$ cat config.mk
export PLATFORM = sky130hd
export DESIGN_NAME = sst_top
export DESIGN_NICKNAME = d
export VERILOG_FILES = /design/src/verilog/sst_pkg.sv /design/src/verilog/sst_prescaler.sv /design/src/verilog/sst_top.sv
export SDC_FILE = /design/constraint.sdc
export NUM_CORES = 1
export LEC_CHECK = 0
export ABC_AREA = 1
export BUFFER_PORTS_ARGS = -buffer_cell sky130_fd_sc_hd__buf_2
export CAP_MARGIN = 25
export CELL_PAD_IN_SITES_DETAIL_PLACEMENT = 0
export CELL_PAD_IN_SITES_GLOBAL_PLACEMENT = 2
export CORE_ASPECT_RATIO = 0.5
export CORE_MARGIN = 2
export CORE_UTILIZATION = 30
export CTS_CLUSTER_DIAMETER = 40
export CTS_CLUSTER_SIZE = 40
export DETAILED_ROUTE_END_ITERATION = 8
export PLACE_DENSITY = 0.95
export SYNTH_ARGS = -nofsm -noshare
export SYNTH_HDL_FRONTEND = slang
export SYNTH_SLANG_ARGS = --single-unit
$ cat constraint.sdc
create_clock -name sys_clk -period 6.13 [get_ports sys_clk]
set_input_delay 1.226 -clock sys_clk [delete_from_list [all_inputs] [get_ports sys_clk]]
set_output_delay 1.226 -clock sys_clk [all_outputs]
set_load 0.03 [all_outputs]
$ cat src/verilog/sst_pkg.sv
// Package of constants and carrier types for the slow system timers block.
package sst_pkg;
    // Widths of the counter outputs and of the prescale field.
    localparam int MAC_W = 20;
    localparam int SLP_W = 32;
    localparam int WDG_W = 12;
    localparam int PSC_W = 4;
    // Watchdog figures in milliseconds on the calibrated 1 kHz tick.
    localparam int WDG_TIMEOUT_MS = 2048;
    localparam int WDG_WARN_MS = 1792;
    localparam int TICK_1K_HZ = 1000;
    localparam logic [WDG_W-1:0] WDG_WARN_CNT = WDG_W'(WDG_WARN_MS * TICK_1K_HZ / 1000);
    localparam logic [12:0] WDG_EXPIRE_CNT = 13'(WDG_TIMEOUT_MS * TICK_1K_HZ / 1000);
    // Watchdog key codes.
    localparam logic [15:0] KEY_ENABLE = 16'heabe;
    localparam logic [15:0] KEY_DISABLE = 16'hdead;
    // Reset values.
    localparam logic [MAC_W-1:0] MAC_RESET = 20'h00000;
    localparam logic [SLP_W-1:0] SLP_RESET = 32'h00000000;
    localparam logic [PSC_W-1:0] PSC_RESET = 4'h0;
    localparam logic DEBUG_PAUSE_BIT_RESET = 1'b1;

    // Sleep timer configuration carrier.
    typedef struct packed {
        logic reverse;
        logic enable;
        logic debug_pause_bit;
        logic [PSC_W-1:0] prescale;
        logic sleep_clock_select;
    } sst_slp_cfg_t;

    // Sleep timer compare values carrier.
    typedef struct packed {
        logic [SLP_W-1:0] cmp_a;
        logic [SLP_W-1:0] cmp_b;
    } sst_cmp_t;

    // Sleep timer events carrier.
    typedef struct packed {
        logic cmp_a_hit;
        logic cmp_b_hit;
        logic wrap;
    } sst_evt_t;
endpackage

$ cat src/verilog/sst_prescaler.sv
// Power-of-two prescaler turning a source tick into a divided tick.
`timescale 1ns/1ps
module sst_prescaler #(
    parameter int PSC_W = 4
) (
    // Clock and reset.
    input wire logic sys_clk,
    input wire logic rst,
    // Control.
    input wire logic run,
    input wire logic clear,
    input wire logic [PSC_W-1:0] exponent,
    input wire logic src_tick,
    // Result.
    output logic div_tick
);
    localparam int DIV_W = 1 << PSC_W;
    initial begin
        if (PSC_W < 1 || PSC_W > 5) begin
            $error("sst_prescaler: PSC_W out of range");
        end
    end

    logic [DIV_W-1:0] div_reg;
    logic [DIV_W-1:0] mask;
    logic [DIV_W-1:0] one_w;

    assign one_w = {{(DIV_W-1){1'b0}}, 1'b1};
    // Mask of the low exponent bits; the tick fires when they are all ones.
    assign mask = (one_w << exponent) - one_w;
    assign div_tick = run && src_tick && ((div_reg & mask) == mask);

    // Divider count advances on each source tick while running.
    always_ff @(posedge sys_clk) begin
        if (rst || clear) begin
            div_reg <= '0;
        end else if (run && src_tick) begin
            div_reg <= div_reg + one_w;
        end
    end
endmodule

$ cat src/verilog/sst_top.sv
// Slow system timers: MAC counter, watchdog and sleep timer.
`timescale 1ns/1ps
// Behaviour
// - A 20-bit MAC counter, readable and writable by software.
// - MAC control has an advance-enable bit and a counter-clear bit.
// - Watchdog comes up disabled after power-up reset.
// - Watchdog counts 1 kHz ticks and expires at 2.048 s unrestarted.
// - At 1.792 s count the watchdog raises an early-warning NMI.
// - Watchdog stops during debug halt only when debug-pause bit is set.
// - Watchdog holds its count while the 1 kHz clock is stopped.
// - Enable bit is accepted only after key 0xEABE was written.
// - Disable bit is accepted only after key 0xDEAD was written.
// - A 32-bit sleep timer for timing and programmed wake-up.
// - Sleep clock is 1 kHz or 32 kHz by select bit, 1 kHz after reset.
// - Sleep source passes a prescaler dividing by two to a programmable power.
// - Two compares and a wrap flag, each may raise interrupt or wake.
// - Sleep timer pauses during debug halt without any configuration bit.
// - With 10 kHz oscillator and crystal both off, sleep timer stops, no wakes.
// - Tick timer clock chosen between processor clock and sleep timer clock.
// - Direction, prescaler and clock select change only while sleep timer disabled.
// - Any kick write restarts the watchdog count from zero.
module sst_top
    import sst_pkg::*;
(
    // Clock and reset.
    input wire logic sys_clk,
    input wire logic rst,
    // Raw low-speed clock pins and the debug halt input, sampled here.
    input wire logic calibrated_1k_clock,
    input wire logic low_speed_crystal_clock,
    input wire logic internal_10k_oscillator,
    input wire logic debug_halt,
    // MAC counter access.
    input wire logic mac_value_we,
    input wire logic [sst_pkg::MAC_W-1:0] mac_value_wdata,
    input wire logic mac_control_we,
    input wire logic [1:0] mac_control_wdata,
    output logic [sst_pkg::MAC_W-1:0] mac_counter_value,
    output logic [1:0] mac_counter_control,
    // Watchdog access.
    input wire logic watchdog_key_we,
    input wire logic [15:0] watchdog_key_reg,
    input wire logic watchdog_control_we,
    input wire logic watchdog_enable_bit,
    input wire logic watchdog_disable_bit,
    input wire logic watchdog_restart_reg,
    output logic watchdog_enabled,
    output logic [sst_pkg::WDG_W-1:0] watchdog_count,
    output logic watchdog_nmi,
    output logic chip_reset_req,
    // Sleep timer access.
    input wire logic sleep_cfg_we,
    input wire sst_pkg::sst_slp_cfg_t sleep_cfg_wdata,
    input wire sst_pkg::sst_cmp_t sleep_cmp,
    output sst_pkg::sst_slp_cfg_t sleep_timer_config,
    output logic [sst_pkg::SLP_W-1:0] sleep_count,
    output sst_pkg::sst_evt_t sleep_events,
    // Tick timer clock choice.
    input wire logic tick_use_sleep_clock,
    input wire logic processor_clock_tick,
    output logic tick_timer_pulse
);
    import sst_pkg::*;

    // Two-flop synchronisers for the pin inputs.
    logic [3:0] sync1_reg;
    logic [3:0] sync2_reg;
    logic k1_prev_reg;
    logic k32_prev_reg;
    logic osc_on;
    logic halted;
    logic tick_1k;
    logic tick_32k;

    always_ff @(posedge sys_clk) begin
        if (rst) begin
            sync1_reg <= 4'h0;
            sync2_reg <= 4'h0;
        end else begin
            sync1_reg <= {debug_halt, internal_10k_oscillator, low_speed_crystal_clock, calibrated_1k_clock};
            sync2_reg <= sync1_reg;
        end
    end

    // Rising edge detection on the synchronised slow clocks.
    always_ff @(posedge sys_clk) begin
        if (rst) begin
            k1_prev_reg <= 1'b0;
            k32_prev_reg <= 1'b0;
        end else begin
            k1_prev_reg <= sync2_reg[0];
            k32_prev_reg <= sync2_reg[1];
        end
    end

    assign osc_on = sync2_reg[2];
    assign halted = sync2_reg[3];
    // 1 kHz stops without oscillator.
    // A dead 10 kHz oscillator means no 1 kHz edges are honoured, even if the pin glitches.
    assign tick_1k = sync2_reg[0] && !k1_prev_reg && osc_on;
    assign tick_32k = sync2_reg[1] && !k32_prev_reg;

    // ---------------- MAC counter ----------------
    logic [MAC_W-1:0] mac_reg;
    logic mac_en_reg;
    logic mac_clr_reg;

    always_ff @(posedge sys_clk) begin
        if (rst) begin
            mac_en_reg <= 1'b0;
            mac_clr_reg <= 1'b0;
        end else if (mac_control_we) begin
            mac_en_reg <= mac_control_wdata[0];
            mac_clr_reg <= mac_control_wdata[1];
        end
    end

    // MAC counter update.
    // The counter advances on the system clock; clear holds it at zero while set.
    always_ff @(posedge sys_clk) begin
        if (rst) begin
            mac_reg <= MAC_RESET;
        end else if (mac_clr_reg) begin
            mac_reg <= MAC_RESET;
        end else if (mac_value_we) begin
            mac_reg <= mac_value_wdata;
        end else if (mac_en_reg) begin
            mac_reg <= mac_reg + 20'h00001;
        end
    end

    assign mac_counter_value = mac_reg;
    assign mac_counter_control = {mac_clr_reg, mac_en_reg};

    // ---------------- Watchdog ----------------
    typedef enum logic [1:0] {
        SST_KEY_NONE,
        SST_KEY_EN,
        SST_KEY_DIS
    } sst_key_t;

    sst_key_t key_reg;
    logic wdg_en_reg;
    logic [12:0] wdg_cnt_reg;
    logic nmi_reg;
    logic rst_req_reg;
    logic wdg_step;

    // Armed key; a control write consumes it unless a key write in the same cycle wins, so each change needs a new key.
    always_ff @(posedge sys_clk) begin
        if (rst) begin
            key_reg <= SST_KEY_NONE;
        end else if (watchdog_key_we) begin
            if (watchdog_key_reg == KEY_ENABLE) begin
                key_reg <= SST_KEY_EN;
            end else if (watchdog_key_reg == KEY_DISABLE) begin
                key_reg <= SST_KEY_DIS;
            end else begin
                key_reg <= SST_KEY_NONE;
            end
        end else if (watchdog_control_we) begin
            key_reg <= SST_KEY_NONE;
        end
    end

    always_ff @(posedge sys_clk) begin
        if (rst) begin
            wdg_en_reg <= 1'b0;
        end else if (watchdog_control_we) begin
            if (key_reg == SST_KEY_EN && watchdog_enable_bit) begin
                wdg_en_reg <= 1'b1;
            end else if (key_reg == SST_KEY_DIS && watchdog_disable_bit) begin
                wdg_en_reg <= 1'b0;
            end
        end
    end

    assign wdg_step = wdg_en_reg && tick_1k && !(halted && sleep_timer_config.debug_pause_bit);

    // Watchdog count on 1 kHz ticks.
    always_ff @(posedge sys_clk) begin
        if (rst) begin
            wdg_cnt_reg <= 13'h0000;
        end else if (watchdog_restart_reg || !wdg_en_reg) begin
            wdg_cnt_reg <= 13'h0000;
        end else if (wdg_step && wdg_cnt_reg != WDG_EXPIRE_CNT) begin
            wdg_cnt_reg <= wdg_cnt_reg + 13'h0001;
        end
    end

    // Early warning level.
    // The warning stays high until a kick or a disable, so the handler cannot miss it.
    always_ff @(posedge sys_clk) begin
        if (rst) begin
            nmi_reg <= 1'b0;
        end else begin
            nmi_reg <= wdg_en_reg && (wdg_cnt_reg >= {1'b0, WDG_WARN_CNT});
        end
    end

    always_ff @(posedge sys_clk) begin
        if (rst) begin
            rst_req_reg <= 1'b0;
        end else begin
            rst_req_reg <= wdg_en_reg && (wdg_cnt_reg == WDG_EXPIRE_CNT);
        end
    end

    assign watchdog_enabled = wdg_en_reg;
    assign watchdog_count = wdg_cnt_reg[WDG_W-1:0];
    assign watchdog_nmi = nmi_reg;
    assign chip_reset_req = rst_req_reg;

    // ---------------- Sleep timer ----------------
    sst_slp_cfg_t cfg_reg;
    logic [SLP_W-1:0] slp_reg;
    sst_evt_t evt_reg;
    logic src_tick;
    logic src_alive;
    logic slp_run;
    logic slp_tick;
    logic [SLP_W-1:0] slp_next;

    // Locked fields while enabled.
    // Enable and debug pause are always writable; the rest only with enable clear.
    always_ff @(posedge sys_clk) begin
        if (rst) begin
            cfg_reg.reverse <= 1'b0;
            cfg_reg.enable <= 1'b0;
            cfg_reg.debug_pause_bit <= DEBUG_PAUSE_BIT_RESET;
            cfg_reg.prescale <= PSC_RESET;
            cfg_reg.sleep_clock_select <= 1'b0;
        end else if (sleep_cfg_we) begin
            cfg_reg.enable <= sleep_cfg_wdata.enable;
            cfg_reg.debug_pause_bit <= sleep_cfg_wdata.debug_pause_bit;
            if (!cfg_reg.enable) begin
                cfg_reg.reverse <= sleep_cfg_wdata.reverse;
                cfg_reg.prescale <= sleep_cfg_wdata.prescale;
                cfg_reg.sleep_clock_select <= sleep_cfg_wdata.sleep_clock_select;
            end
        end
    end

    assign sleep_timer_config = cfg_reg;
    assign src_tick = cfg_reg.sleep_clock_select ? tick_32k : tick_1k;
    assign src_alive = cfg_reg.sleep_clock_select || osc_on;
    assign slp_run = cfg_reg.enable && !halted && src_alive;

    sst_prescaler #(
        .PSC_W(PSC_W)
    ) u_psc (
        .sys_clk(sys_clk),
        .rst(rst),
        .run(slp_run),
        .clear(!cfg_reg.enable),
        .exponent(cfg_reg.prescale),
        .src_tick(src_tick),
        .div_tick(slp_tick)
    );

    always_ff @(posedge sys_clk) begin
        if (rst) begin
            slp_reg <= SLP_RESET;
        end else if (slp_tick) begin
            slp_reg <= cfg_reg.reverse ? slp_reg - 32'h00000001 : slp_reg + 32'h00000001;
        end
    end

    // Compare and wrap events.
    // Events are one-cycle pulses on the count step; a stopped timer raises none.
    always_ff @(posedge sys_clk) begin
        if (rst) begin
            evt_reg <= '0;
        end else begin
            evt_reg.cmp_a_hit <= slp_tick && (slp_next == sleep_cmp.cmp_a);
            evt_reg.cmp_b_hit <= slp_tick && (slp_next == sleep_cmp.cmp_b);
            evt_reg.wrap <= slp_tick && (cfg_reg.reverse ? slp_reg == 32'h00000000 : slp_reg == 32'hffffffff);
        end
    end

    assign slp_next = cfg_reg.reverse ? slp_reg - 32'h00000001 : slp_reg + 32'h00000001;
    assign sleep_count = slp_reg;
    assign sleep_events = evt_reg;

    assign tick_timer_pulse = tick_use_sleep_clock ? slp_tick : processor_clock_tick;

    // ---------------- Assertions ----------------
    // Enable without the key never takes effect.
    keyed_enable_a: assert property (@(posedge sys_clk) disable iff (rst)
        (!wdg_en_reg && watchdog_control_we && key_reg != SST_KEY_EN) |=> !wdg_en_reg)
        else $error("watchdog enabled without key");
    keyed_disable_a: assert property (@(posedge sys_clk) disable iff (rst)
        (wdg_en_reg && watchdog_control_we && !watchdog_key_we && key_reg != SST_KEY_DIS) |=> wdg_en_reg)
        else $error("watchdog disabled without key");
    kick_restart_a: assert property (@(posedge sys_clk) disable iff (rst)
        watchdog_restart_reg |=> (wdg_cnt_reg == 13'h0000) ##1 !nmi_reg)
        else $error("kick did not restart watchdog");
    warn_level_a: assert property (@(posedge sys_clk) disable iff (rst)
        (wdg_en_reg && wdg_cnt_reg == {1'b0, WDG_WARN_CNT} && !watchdog_control_we) |=> nmi_reg)
        else $error("early warning missing at low water mark");
    expire_reset_a: assert property (@(posedge sys_clk) disable iff (rst)
        $rose(rst_req_reg) |-> $past(wdg_cnt_reg) == WDG_EXPIRE_CNT)
        else $error("reset request without full timeout");
    debug_hold_a: assert property (@(posedge sys_clk) disable iff (rst)
        (halted && cfg_reg.debug_pause_bit && !watchdog_restart_reg && wdg_en_reg) |=> $stable(wdg_cnt_reg))
        else $error("watchdog counted during debug pause");
    sleep_halt_a: assert property (@(posedge sys_clk) disable iff (rst)
        halted |=> $stable(slp_reg))
        else $error("sleep timer counted while halted");
    cfg_lock_a: assert property (@(posedge sys_clk) disable iff (rst)
        cfg_reg.enable |=> $stable(cfg_reg.prescale) && $stable(cfg_reg.sleep_clock_select))
        else $error("locked sleep config changed");
    dead_source_a: assert property (@(posedge sys_clk) disable iff (rst)
        (!osc_on && !cfg_reg.sleep_clock_select) |=> !evt_reg.cmp_a_hit && !evt_reg.cmp_b_hit)
        else $error("wake event with dead source");
endmodule
==> flow_summary.rst <==
.. list-table::
   :header-rows: 1

   * - Metric
     - Value
   * - Initial cell density of the core
     - 0.308
   * - Area after DPL
     - 9940 um^2
   * - Number of core rows
     - 43
   * - Final-layout setup total negative slack
     - 0 ns
   * - Part of the Yosys area used for sequential elements
     - 0.251
   * - DRC viols
     - 0
   * - # clock sinks
     - 108
   * - Flip-flop count of the largest register after layout
     - 32
   * - Wire length of the first global-routing pass
     - 45.2 mm
   * - Total power density per cell area
     - 168 nW/um^2
   * - Mean instance size in the synthesized netlist
     - 5.94 um^2
   * - Worst Min Path Start
     - sync1_reg[0]
   * - Crit path max fanout
     - 57
   * - GR Layer Usage met2
     - 0.301
   * - Global-route usage over all layers
     - 0.190
   * - Post-synthesis adder-cell area fraction
     - 0.0532
   * - Total core area
     - 28,000 um^2
   * - Clock slew seen by the registers of the worst setup and hold paths
     - 0.08 ns
   * - Via count of the first global-routing pass
     - 8,527
   * - Achievable Freq
     - ~240 MHz
   * - Post-synthesis compound-gate area fraction
     - 0.129
   * - Final period demand of the worst path
     - roughly 4.2 ns
   * - Synth warn
     - 0
   * - Final cell area excluding filler cells
     - slightly above 10,000 um^2
   * - Drt initial violations
     - 559
   * - Net count after synthesis
     - 1,611
   * - Worst reg-to-reg setup slack
     - 2.91 ns
   * - Worst setup margin
     - 1.93 ns
   * - Fraction of synthesized area in multiplexers
     - 0
   * - Final Hold Violating Endpoints
     - 0
   * - Inserted Clock Buffers
     - 9
   * - Number of setup buffers added after CTS
     - 0
   * - Flip-flop cell with the highest count after synthesis
     - sky130_fd_sc_hd__dfxtp_1
   * - Final count of negative-setup-slack endpoints
     - 0
   * - Final weighted congestion of routability-driven global placement
     - a little under 0.9
   * - Worst-case clock buffer depth
     - 2
   * - Post-synthesis register bit count
     - 108
   * - Peak supply drop
     - 0.000116 V
   * - Endpoint of the worst hold path
     - sync2_reg[0]
   * - Outcome
     - finished clean
   * - Worst hold path type
     - reg2reg
   * - Post-Synthesis Cell Area
     - 8610 um^2
   * - Worst Tran Pin Value
     - 0.874 ns
   * - Number of nets still failing antenna checks after routing
     - 0
   * - Max-slew violation total from the final report
     - 0
   * - R2R cell count
     - 17
   * - Crit Path Category
     - reg2out
   * - Worst slew margin
     - 0.415
   * - Setup repair after global routing missed its margin
     - no
   * - Initial DRT Pass Iterations
     - 5
   * - Number of antenna violations at the first check in global routing
     - 0
   * - Filler instances
     - 3,160
   * - Count of hold-fix buffers inserted at cts
     - 0
   * - EDFF count, synth
     - 0
   * - Count of cells resized by post-cts repair
     - 0
   * - Clock Latency Late Sink
     - 0.38 ns
   * - Final standard cell utilization of the core
     - 0.366
   * - Number of maximum-capacitance constraint violations
     - 0
   * - Source of the worst register-to-register timing path
     - sleep_timer_config[7]
   * - Number of distinct library cells after synthesis
     - 37
   * - Die area
     - between 30,000 and 40,000 um^2
   * - Combinational family with the most area after synthesis
     - simple AND/OR/NAND/NOR gates
   * - Total vias in the final route
     - 9,488
   * - Leakage power summed over all cells
     - 5.16 nW
   * - Vias per cell
     - 4.70
   * - Required arrival time at the worst endpoint
     - 4.90 ns
   * - Worst slack at placement
     - 2.32 ns
   * - Htree depth
     - 3
   * - Final WL
     - 28.8 mm
   * - Clock tree from TritonCTS
     - yes
   * - Port bufs
     - a little over 200
   * - Fraction of final layout cells sized beyond drive strength 1
     - 0.149
   * - Synthesized instance count
     - 1,449
   * - Fraction of registers with async set/reset
     - 0
   * - Busiest layer in global routing
     - met2
   * - Xor and xnor fraction of the mapped netlist area
     - 0.0391
   * - Largest net degree at the start of global routing
     - 58
   * - WL/cell
     - 14.3 um
   * - Estimated wirelength of the detail-placed design
     - 23.5 mm
   * - Launching element type of the critical path
     - flip-flop
   * - Arrival @ worst endpoint
     - 2.97 ns
   * - Clock skew after layout
     - between 0.01 and 0.015 ns
   * - Simple-gate share of the synthesized area
     - 0.409
   * - Hold-critical path depth
     - 2
   * - GRT Residual Overflow
     - 0
   * - Overall die width
     - 244 um
   * - Final Power
     - 1.72 mW
   * - Met1 global-route usage
     - 0.264
   * - Reg-to-Reg End
     - sleep_events[2]
   * - Clock root buffer
     - sky130_fd_sc_hd__clkbuf_16
   * - Number of ports placed on the die boundary
     - 207
   * - Kind of end point of the critical path
     - output port
   * - Nets
     - between 1,500 and 2,000
   * - Fraction of met3 tracks used by global routing
     - 0.0334
   * - Synth-to-layout area growth
     - 19.0%
   * - Die height
     - 124 um
   * - Crit share post-route
     - 0.684
metal layers:
| metal | wire length [um] | vias up |
|---|---|---|
| met2 | 12800 | 172 |
| met4 | 556 | 0 |
| met3 | 1210 | 30 |
| li1 | - | 5082 |
| met1 | 14300 | 4204 |
| met5 | 0 | - |
per-stage QoR:
stage / std cells / hold WS, ns
2_1_floorplan: 1449 / 0.388
3_3_place_gp: 2003 / 0.392
3_5_place_dp: 2003 / 0.401
4_1_cts: 2019 / 0.413
5_1_grt: 2019 / 0.431
6_report: 2020 / 0.412
synthesized netlist by cell type, types with 10 or more instances:
cell | count | area [um^2]
sky130_fd_sc_hd__nand2_1 | 423 | 1590
sky130_fd_sc_hd__inv_1 | 212 | 796
sky130_fd_sc_hd__nand3_1 | 141 | 706
sky130_fd_sc_hd__nor2_1 | 141 | 529
sky130_fd_sc_hd__dfxtp_1 | 108 | 2160
sky130_fd_sc_hd__a21oi_1 | 89 | 445
sky130_fd_sc_hd__o21ai_0 | 79 | 395
sky130_fd_sc_hd__ha_1 | 35 | 438
sky130_fd_sc_hd__nand4_1 | 31 | 194
sky130_fd_sc_hd__a31oi_1 | 28 | 175
sky130_fd_sc_hd__nor3_1 | 27 | 135
sky130_fd_sc_hd__nand3b_1 | 21 | 158
sky130_fd_sc_hd__buf_4 | 16 | 120
sky130_fd_sc_hd__clkbuf_1 | 14 | 52.6
sky130_fd_sc_hd__xor2_1 | 13 | 114
sky130_fd_sc_hd__nor4_1 | 11 | 68.8
sky130_fd_sc_hd__xnor2_1 | 10 | 87.6
cell families (layout without fill, tap and decap cells):
kind of cell             after synthesis  after routing
buffers and inverters                252            440
flip-flops                           108            108
other                                  0              1
adder cells (fa/ha/maj)               36             36
XOR/XNOR                              29             29
AO/OA/AOI/OAI                        209            209
AND/OR/NAND/NOR                      815            815
power by group:
| part | total (mW) | switching (mW) | leakage (nW) | internal (mW) |
|---|---|---|---|---|
| Sequential | 0.736 | 0.0195 | 0.877 | 0.717 |
| Clock | 0.631 | 0.330 | 0.143 | 0.300 |
| Combinational | 0.351 | 0.219 | 4.14 | 0.133 |
layout by cell type (no fill, tap or decap), types with 3 or more instances in the layout:
cell type and count:
sky130_fd_sc_hd__a31oi_1 28, sky130_fd_sc_hd__nor3b_1 3, sky130_fd_sc_hd__nor3_1 27, sky130_fd_sc_hd__nand2_1 423
sky130_fd_sc_hd__xor2_1 13, sky130_fd_sc_hd__clkbuf_16 9, sky130_fd_sc_hd__or2_2 4, sky130_fd_sc_hd__nand3b_1 21
sky130_fd_sc_hd__nor2_2 4, sky130_fd_sc_hd__xnor3_1 6, sky130_fd_sc_hd__nor3_2 3, sky130_fd_sc_hd__o21bai_1 4
sky130_fd_sc_hd__nor4_1 11, sky130_fd_sc_hd__nor2_1 141, sky130_fd_sc_hd__inv_1 212, sky130_fd_sc_hd__buf_2 206
sky130_fd_sc_hd__inv_2 3, sky130_fd_sc_hd__nand3_1 141, sky130_fd_sc_hd__dfxtp_1 108, sky130_fd_sc_hd__xnor2_1 10
sky130_fd_sc_hd__a21oi_1 89, sky130_fd_sc_hd__nand4_1 31, sky130_fd_sc_hd__o21a_1 4, sky130_fd_sc_hd__buf_4 3
sky130_fd_sc_hd__ha_1 35, sky130_fd_sc_hd__inv_8 3, sky130_fd_sc_hd__o21ai_0 79
how the worst max path moves through the flow:
stage	depth (start not counted)	endpoint	slack [ns]	from
floorplan	15	tick_timer_pulse	2.37	sleep_timer_config[3]
global placement	14	tick_timer_pulse	2.33	sleep_timer_config[3]
detailed placement	14	tick_timer_pulse	2.32	sleep_timer_config[3]
CTS	14	tick_timer_pulse	1.89	sleep_timer_config[3]
global route	14	tick_timer_pulse	1.61	sleep_timer_config[3]
finish	14	tick_timer_pulse	1.93	sleep_timer_config[3]
final cells by class:
type	count	area (um^2)	area share
clock buffer	10	239	0.0233
inverter	215	807	0.0788
sequential	108	2160	0.211
clock inverter	6	65.1	0.00635
antenna	1	2.50	0.000244
multi-input combinational	1089	5440	0.531
timing repair buffer	209	1050	0.103
tap	382	478	0.0467
critical path: stages (launching register included):
cell and delay [ns]:
sky130_fd_sc_hd__dfxtp_1 0.42, sky130_fd_sc_hd__nor2_4 0.22, sky130_fd_sc_hd__nand3_1 0.10, sky130_fd_sc_hd__ha_1 0.27
sky130_fd_sc_hd__or2_2 0.09, sky130_fd_sc_hd__nand2_1 0.04, sky130_fd_sc_hd__nor2_1 0.14, sky130_fd_sc_hd__nand2_1 0.08
sky130_fd_sc_hd__nor2_1 0.08, sky130_fd_sc_hd__nand4_1 0.13, sky130_fd_sc_hd__nor2_4 0.10, sky130_fd_sc_hd__buf_4 0.45
sky130_fd_sc_hd__inv_1 0.11, sky130_fd_sc_hd__a21oi_1 0.13, sky130_fd_sc_hd__buf_2 0.20
Note: power is estimated with default switching activity, not from simulation.
